**src/core/bscx_cfg.svh**
```systemverilog
// constants for the skip, call and clear-accumulator execution block
// assumes a 12-bit instruction word and an 11-bit program counter
`ifndef BSCX_CFG_SVH
`define BSCX_CFG_SVH

`define BSCX_OP_SKIP      4'h7
`define BSCX_OP_CALL      4'h9
`define BSCX_OP_CLRACC    12'h040
`define BSCX_OP_HI        11:8
`define BSCX_BIT_SEL      7:5
`define BSCX_IMM          7:0
`define BSCX_ST_PAGE      6:5
`define BSCX_ST_ZERO      2
`define BSCX_PC_ONE       11'h001
`define BSCX_ACC_ZERO     8'h00
`define BSCX_PC_ZERO      11'h000
`define BSCX_PC_PAGE      10:9
`define BSCX_PC_HALF      8

`endif

```
**src/core/bscx_pkg.sv**
```systemverilog
// types for the skip, call and clear-accumulator execution block
// assumes nothing beyond the constants header
package bscx_pkg;

  typedef enum logic [1:0]
  {
    BSCX_EXEC,
    BSCX_FLUSH
  } bscx_state_t;

endpackage : bscx_pkg

```
**src/core/bscx_exec.sv**
```systemverilog
// execution of bit skip, subroutine call and accumulator clear
// assumes the fetch pipeline presents one decoded word per enabled cycle
// and the register file returns the addressed file register combinationally
`timescale 1ns/1ns
`include "bscx_cfg.svh"

module bscx_exec
(
  // clock, reset, enable
  input  wire logic        clk_sys,
  input  wire logic        arst_n,
  input  wire logic        clk_en,
  // instruction from fetch
  input  wire logic        instr_valid,
  input  wire logic [11:0] instr,
  input  wire logic [10:0] pc_cur,
  // operands
  input  wire logic [7:0]  file_data,
  input  wire logic [7:0]  status_in,
  // program counter and stack
  output logic             pc_load_ff,
  output logic [10:0]      pc_target_ff,
  output logic             stack_push_ff,
  output logic [10:0]      stack_top_entry_ff,
  output logic             fetch_discard,
  // accumulator and flags
  output logic             acc_write_ff,
  output logic [7:0]       acc_data_ff,
  output logic             zero_set_ff,
  output logic             busy
);

  logic                  rst_meta_ff;
  logic                  rst_sync_ff;
  bscx_pkg::bscx_state_t state_ff;
  bscx_pkg::bscx_state_t nxt_state;
  logic                  is_skip;
  logic                  is_call;
  logic                  is_clr;
  logic                  skip_taken;

  // ==========================================================
  // reset release
  always_ff @(posedge clk_sys or negedge arst_n)
  begin
    if (!arst_n)
    begin
      rst_meta_ff <= 1'b0;
      rst_sync_ff <= 1'b0;
    end
    else
    begin
      rst_meta_ff <= 1'b1;
      rst_sync_ff <= rst_meta_ff;
    end
  end

  // ==========================================================
  // decode
  function automatic logic op_hi_is(input logic [11:0] w,
                                    input logic [3:0]  op);
    op_hi_is = (w[`BSCX_OP_HI] == op);
  endfunction : op_hi_is

  // a word arriving in the flush cycle is the discarded one
  always_comb
  begin
    is_skip = instr_valid && (state_ff == bscx_pkg::BSCX_EXEC)
              && op_hi_is(instr, `BSCX_OP_SKIP);
    is_call = instr_valid && (state_ff == bscx_pkg::BSCX_EXEC)
              && op_hi_is(instr, `BSCX_OP_CALL);
    is_clr  = instr_valid && (state_ff == bscx_pkg::BSCX_EXEC)
              && (instr == `BSCX_OP_CLRACC);
    skip_taken = is_skip && file_data[instr[`BSCX_BIT_SEL]];
  end

  // ==========================================================
  // second cycle for taken skip and call
  always_comb
  begin
    nxt_state = bscx_pkg::BSCX_EXEC;
    case (state_ff)
      bscx_pkg::BSCX_EXEC:
      begin
        if (skip_taken || is_call)
        begin
          nxt_state = bscx_pkg::BSCX_FLUSH;
        end
      end
      default:
      begin
        nxt_state = bscx_pkg::BSCX_EXEC;
      end
    endcase
  end

  always_ff @(posedge clk_sys or negedge rst_sync_ff)
  begin
    if (!rst_sync_ff)
    begin
      state_ff <= bscx_pkg::BSCX_EXEC;
    end
    else if (clk_en)
    begin
      state_ff <= nxt_state;
    end
  end

  assign busy          = (state_ff == bscx_pkg::BSCX_FLUSH);
  assign fetch_discard = busy;

  // ==========================================================
  // call: stack push and target build
  always_ff @(posedge clk_sys or negedge rst_sync_ff)
  begin
    if (!rst_sync_ff)
    begin
      stack_push_ff      <= 1'b0;
      stack_top_entry_ff <= `BSCX_PC_ZERO;
      pc_load_ff         <= 1'b0;
      pc_target_ff       <= `BSCX_PC_ZERO;
    end
    else if (clk_en)
    begin
      stack_push_ff <= is_call;
      pc_load_ff    <= is_call;
      if (is_call)
      begin
        stack_top_entry_ff <= pc_cur + `BSCX_PC_ONE;
        // page from status, bit 8 cleared, low byte immediate
        pc_target_ff <= {status_in[`BSCX_ST_PAGE], 1'b0,
                         instr[`BSCX_IMM]};
      end
    end
  end

  // ==========================================================
  // accumulator clear; skip and call never touch flags
  always_ff @(posedge clk_sys or negedge rst_sync_ff)
  begin
    if (!rst_sync_ff)
    begin
      acc_write_ff <= 1'b0;
      acc_data_ff  <= `BSCX_ACC_ZERO;
      zero_set_ff  <= 1'b0;
    end
    else if (clk_en)
    begin
      acc_write_ff <= is_clr;
      zero_set_ff  <= is_clr;
      acc_data_ff  <= `BSCX_ACC_ZERO;
    end
  end
endmodule : bscx_exec

```
**config.mk**
```make
export PLATFORM = sky130hd
export DESIGN_NAME = bscx_exec
export DESIGN_NICKNAME = d
export VERILOG_FILES = /design/src/core/bscx_pkg.sv /design/src/core/bscx_exec.sv
export VERILOG_INCLUDE_DIRS = /design/src /design/src/core
export SDC_FILE = /design/constraint.sdc
export NUM_CORES = 1
export LEC_CHECK = 0
export ABC_AREA = 1
export BUFFER_PORTS_ARGS = -buffer_cell sky130_fd_sc_hd__buf_2
export CAP_MARGIN = 20
export CORE_MARGIN = 5
export CORE_UTILIZATION = 46
export CTS_BUF_LIST = sky130_fd_sc_hd__clkbuf_4
export DETAILED_ROUTE_END_ITERATION = 12
export PLACE_DENSITY = 0.8
export SYNTH_ARGS = -nofsm -noshare
export SYNTH_HDL_FRONTEND = slang
export SYNTH_SLANG_ARGS = --single-unit
```
**constraint.sdc**
```tcl
create_clock -name clk_sys -period 1.1 [get_ports clk_sys]
set_input_delay 0.11 -clock clk_sys [delete_from_list [all_inputs] [get_ports clk_sys]]
set_output_delay 0.11 -clock clk_sys [all_outputs]
set_load 0.02 [all_outputs]
```
==> results by group, run 1 <==
Outcome
  • Status: complete, but fails checks
  • Violated checks: negative setup slack

Timing
  • RSZ-0062 raised after global routing: true
  • Min cycle time layout: 1110 ps
  • Max Slew Vio Count: 0
  • Tcrit/Tclk final: 1.01
  • Setup_tns: -26.9 ps
  • Final Skew: 6.69 ps
  • Hold WS: 19.6 ps
  • FMAX: 899 MHz
  • Fin. Hold Viols: 0
  • Worst Setup Slack, final: -12.0 ps
  • # setup viols final: 9

Min path
  • Hold Crit Class: input pin to register
  • Hold depth: 3
  • Hold endpoint: pc_target_ff[10]
  • Hold Crit Start: status_in[6]

Die
  • CORE AREA: 3080 µm²
  • Die area: 4470 µm²
  • Die H: 66.8 µm
  • Boundary Pins: 79
  • Die W: 66.8 µm
  • Initial Util: 0.483
  • Row count: 20

Clock tree
  • CTS max path bufs: 2
  • Root Driver: clkbuf_4
  • Total CTS buffers: 3
  • Worst-skew pair later-pin latency: 310 ps
  • H-tree depth: 1
  • Sink Count: 26
  • CTS tree: yes
  • Worst-path clk slew: 140 ps
  • Post-CTS setup buffer count: 0

Power and ir drop
  • Internal: 1.54 mW
  • Gate power share: 0.333
  • Sequential share of power: 0.498
  • P_sw: 0.855 mW
  • Leak: 1.13 nW
  • Switching share of power: 0.357
  • Clk pwr share: 0.169
  • Peak supply drop: 0.556 mV
  • PD cells: 1220 nW/µm²

Finish
  • FF/Latch Area: 652 µm²
  • N_diodes: 0
  • Fill cell count: 291
  • Nets: 301
  • Final instance area: 1970 µm²
  • Share of layout cells above drive strength 1: 0.422
  • Area grow syn2layout: 32.4%
  • Area of the multi-input gates: 709 µm²

Synth
  • Synth Flop Type: dfrtp_1
  • Post-synth ARST share: 1.00
  • Mux share of post-synthesis cell area: 0
  • Synth warnings: 0
  • Synth area leaders: dfrtp_1 44%, nand2_1 16%, buf_4 6.6%
  • EDFF count, synth: 0
  • Syn Std Cell Area: 1490 µm²
  • Commonest cells post-synth: 65 x nand2_1, 26 x dfrtp_1, 20 x inv_1
  • Main combinational cell family by area after synthesis: simple AND/OR/NAND/NOR gates
  • Compound-Gate Fraction of Synth Area: 0.0825
  • Simple-Gate Fraction of Synth Area: 0.311
  • Seq cells post-synth: 26
  • Count leader, synth: nand2_1
  • Area leader, netlist: dfrtp_1
  • Synth Instances: 187
  • XOR/XNOR Fraction of Synth Area: 0.0118
  • Synth Area per Inst: 7.95 µm²
  • Sequential area share after synthesis: 0.438
  • Synth top area share: 0.438
  • Cell variety after synth: 24
  • Synth Area in Adders: 0.00842

Critical path
  • Slowest CP cell: dfrtp_2
  • CP Cell Sequence: inv_2 > nand3_4 > nor2_4 > inv_2 > buf_12 > nand2_2 > o21ai_2
  • Max incr delay on CP: 440 ps
  • Startpoint Class: register
  • Worst endpoint data arrival time: 1320 ps
  • Critical Path RT: 1310 ps
  • Top cell by count, worst path: inv_2
  • CP Capture Type: register
  • R2R Path End: pc_target_ff[5]
  • Setup CP Type: register to register
  • Flop-to-flop setup slack: -10 ps
  • Worst-case reg-to-reg path depth: 7
  • Crit-path max FO: 16
  • Worst R2R Start: state_ff[0]

Global routing
  • Largest net degree at the start of global routing: 25
  • First-pass GRT wire length: 5.38 mm
  • GRT Total Usage: 0.156
  • Vias in the first global route: 1,243
  • Initial antenna violation count: 0
  • Grt ovf: 0

Place
  • Dpl cell area: 1840 µm²
  • RD Place Congestion: 0.757
  • HPWL Detailed: 2.58 mm
  • Pre-CTS WS: 10.1 ps
  • Port buffer count: 63

Routing
  • WL/cell: 11.2 µm
  • DR iter-0 viols: 63
  • Detailed-route via count: 1,356
  • Vias per cell: 4.52
  • Post-route ant nets: 0
  • First drt pass iteration count: 4
  • Detailed Route WL: 3.35 mm
  • DRC violations left: 0

Job
  • Total of max-cap violations: 0
layer usage:
| layer | share of wire | vias to the layer above | GRT usage |
|---|---|---|---|
| met5 | 0 | - | 0 |
| met4 | 0.0081 | 0 | 0.0584 |
| met3 | 0.058 | 2 | 0.0270 |
| met2 | 0.51 | 33 | 0.264 |
| met1 | 0.43 | 613 | 0.199 |
| li1 | - | 708 | - |
metrics by stage:
step	instances	power, mW	utilization
2_1_floorplan	195	1.69	-
3_3_place_gp	293	1.94	0.598
3_5_place_dp	293	1.96	0.598
4_1_cts	300	2.41	0.632
5_1_grt	300	2.57	0.639
6_report	300	2.40	0.639
cells in the final DEF, fill, tap and decap left out, drive strengths merged:
cell and n:
nor3 1, inv 22, nand2 66, buf 70, nand3 18, o21ai 12, dlygate4sd3 3, o21bai 1
a21oi 2, clkbuf 3, xnor2 2, dfrtp 26, nand3b 1, nor2 9, a21o 1, ha 1
conb 10, nand4 7, clkinv 1
what timing repair did:
item	4_1_cts	5_1_grt
pin swaps	0	2
hold endpoints to repair	4	0
endpoints found under the setup margin	4	23
gates resized for setup	16	6
gates cloned	0	0
hold buffers	3	0
final cells by class:
class                   count  area share
multi-input cells         131       0.360
flip-flops and latches     26       0.331
repair buffers             73       0.225
inverters                  22      0.0420
well taps                  44      0.0280
clock buffers               3      0.0114
clock inverters             1     0.00191
worst max-delay path by stage:
stage                     start                     to  slack [ps]  cells after the start
detailed placement  state_ff[0]            state_ff[0]          10                      6
global route        state_ff[0]                   busy         -60                      2
finish              state_ff[0]        pc_target_ff[5]         -10                      7
CTS                 state_ff[0]                   busy         -10                      2
floorplan           state_ff[0]  stack_top_entry_ff[2]         -40                      7
global placement    state_ff[0]            state_ff[0]          30                      6
critical path, delay by kind of cell, from the launching register on:
kind / cells / cell delay [ps]
flops: 1 / 440
simple gates: 3 / 230
buf+inv: 3 / 300
compound gates: 1 / 50
state kept, by name (all words and copies together), names as in the netlist:
register	cells
state_ff	1
acc_write_ff	1
pc_target_ff	10
pc_load_ff	1
rst_sync_ff	1
stack_top_entry_ff	11
rst_meta_ff	1
cells by family after synthesis:
family	after synthesis
AND/OR/NAND/NOR	102
buffers and inverters	38
flip-flops	26
AO/OA/AOI/OAI	16
XOR/XNOR	2
other	2
adder cells (fa/ha/maj)	1
power groups by stage:
stage	logic, mW	registers, mW	clock network [mW]
3_5_place_dp	0.766	1.19	0
4_1_cts	0.796	1.19	0.424
3_3_place_gp	0.750	1.19	0
2_1_floorplan	0.292	1.39	0
6_report	0.799	1.19	0.404
5_1_grt	0.874	1.21	0.478
No activity file was read; power rests on OpenSTA's default activity.
==> run 2, diff against run 1 <==
Settings changed: CORE_MARGIN 5 to 3.
==> run 2 against run 1 <==
Effect of this change:
- the flow still finishes with violations (negative setup slack)
- combinational power down 3.1%
- cell count grew 0.67%
- wire length fell by 0.30%
- register-to-register slack got worse by 30 ps
- hold slack better by 41 ps
- cell area is 0.95% lower
- sequential power barely moved
- non-clock buffer count increased by 2
- global-route usage rose by 0.61 points
- critical path depth down 1
- critical path type unchanged
==> results by group, run 2 (synthesis results as in run 1) <==
Outcome
  • Status: complete, but fails checks
  • Violated checks: negative setup slack

Finish
  • N_diodes: 0
  • Area grow syn2layout: 31.1%
  • FF/Latch Area: 652 µm²
  • Max FFs per register: 11
  • Regs by FF count: stack_top_entry_ff x11, pc_target_ff x10
  • Top reg by flops: stack_top_entry_ff
  • Area of the multi-input gates: 672 µm²
  • Share of layout cells above drive strength 1: 0.388
  • Fill cell count: 282
  • Most frequent cells in the layout: 63 x nand2_1, 61 x buf_2, 25 x dfrtp_1
  • Most common cell after layout, fill and taps aside: nand2_1
  • Nets: 303

Clock tree
  • Root Driver: clkbuf_4
  • CTS tree: yes
  • Sink Count: 26
  • Worst-skew pair later-pin latency: 310 ps
  • Post-CTS setup buffer count: 0
  • Worst-path clk slew: 140 ps
  • CTS max path bufs: 2
  • Total CTS buffers: 3
  • H-tree depth: 1

Min path
  • Hold Crit Class: input pin to register
  • Hold Crit Start: instr[4]
  • Hold depth: 3
  • Hold endpoint: pc_target_ff[4]

Timing
  • Min cycle time layout: 1140 ps
  • FMAX: 878 MHz
  • Hold WS: 61.1 ps
  • Tcrit/Tclk final: 1.04
  • Final Skew: 13.2 ps
  • Worst Setup Slack, final: -39.3 ps
  • Max Slew Vio Count: 0
  • RSZ-0062 raised after global routing: true
  • # setup viols final: 21
  • Fin. Hold Viols: 0

Global routing
  • Met3 global-route usage: 0.0180
  • Initial antenna violation count: 0
  • Met1 usage: 0.205
  • Grt ovf: 0
  • Vias in the first global route: 1,242
  • Busiest layer in global routing: met2
  • M2 GR Usage: 0.292
  • Largest net degree at the start of global routing: 28
  • First-pass GRT wire length: 5.23 mm
  • GRT Total Usage: 0.162

Critical path
  • Flop-to-flop setup slack: -40 ps
  • Family with the most delay on the worst path: flip-flops
  • CP Capture Type: register
  • Top cell by count, worst path: inv_2
  • Worst R2R Start: state_ff[0]
  • Buf/Inv on CP: 3
  • Critical path depth in cells: 6
  • Slowest CP cell: dfrtp_2
  • CP Cell Sequence: inv_2 > nand3_4 > nor2_4 > inv_2 > clkbuf_16 > o21ai_2
  • Worst-case reg-to-reg path depth: 6
  • Max incr delay on CP: 440 ps
  • Worst endpoint data arrival time: 1370 ps
  • Crit-path max FO: 13
  • Critical Path RT: 1330 ps
  • R2R Path End: pc_target_ff[3]
  • Setup CP Type: register to register
  • Startpoint Class: register

Routing
  • DR iter-0 viols: 61
  • First drt pass iteration count: 4
  • DRC violations left: 0
  • Detailed-route via count: 1,365
  • Vias per cell: 4.52
  • Post-route ant nets: 0
  • Detailed Route WL: 3.34 mm
  • WL/cell: 11.0 µm

Die
  • Die area: 3950 µm²
  • Initial Util: 0.483
  • Boundary Pins: 79
  • CORE AREA: 3080 µm²
  • Row count: 20
  • Die H: 62.8 µm
  • Die W: 62.8 µm

Job
  • Total of max-cap violations: 0

Power and ir drop
  • PD cells: 1220 nW/µm²
  • Peak supply drop: 0.490 mV
  • Leak: 1.13 nW

Place
  • RD Place Congestion: 0.802
  • HPWL Detailed: 2.47 mm
  • Pre-CTS WS: 1.73 ps
  • Port buffer count: 63
## run 2: timing repair
item	in CTS	in global routing
endpoints found under the setup margin	17	25
cloned	0	1
hold buffers	3	1
endpoints found under the hold margin	4	1
gates resized for setup	7	1
pin swaps	1	0
## run 2: layer usage
layer	wire, µm	part of all wire
met1	1430	0.43
met2	1780	0.53
met3	106	0.032
met4	27	0.0081
met5	0	0
## run 2: worst max-delay path by stage
stage	end	start	slack, ps
2_1_floorplan	stack_top_entry_ff[2]	state_ff[0]	-40
3_3_place_gp	state_ff[0]	state_ff[0]	30
3_5_place_dp	stack_top_entry_ff[2]	state_ff[0]	2
4_1_cts	busy	state_ff[0]	-40
5_1_grt	stack_top_entry_ff[5]	state_ff[0]	-90
6_report	pc_target_ff[3]	state_ff[0]	-40
## run 2: cell type report
cell class / count / area share
timing repair buffer: 75 / 0.235
clock buffer: 4 / 0.0154
sequential: 26 / 0.334
tap: 44 / 0.0282
multi-input combinational: 131 / 0.345
inverter: 22 / 0.0424
## run 2: worst register-to-register path, delay by kind of cell, from the launching register on
kind            cells  cell delay [ps]
flops               1              440
compound gates      1              130
simple gates        2              170
buf+inv             3              320
## run 2: stage by stage
stage	utilization	TNS, ps	power (mW)	cell area (µm²)	instances
global route	0.633	-1770	2.55	1950	302
CTS	0.621	-451	2.41	1910	300
global placement	0.594	0	1.94	1830	293
detailed placement	0.594	0	1.96	1830	293
floorplan	-	-494	1.69	1530	195
finish	0.633	-475	2.38	1950	302
## run 2: report_power, final
part	leakage (nW)	internal (mW)	switching (mW)
clock	0.0184	0.166	0.261
combinational	0.774	0.289	0.485
sequential	0.336	1.10	0.0773
total	1.13	1.56	0.824
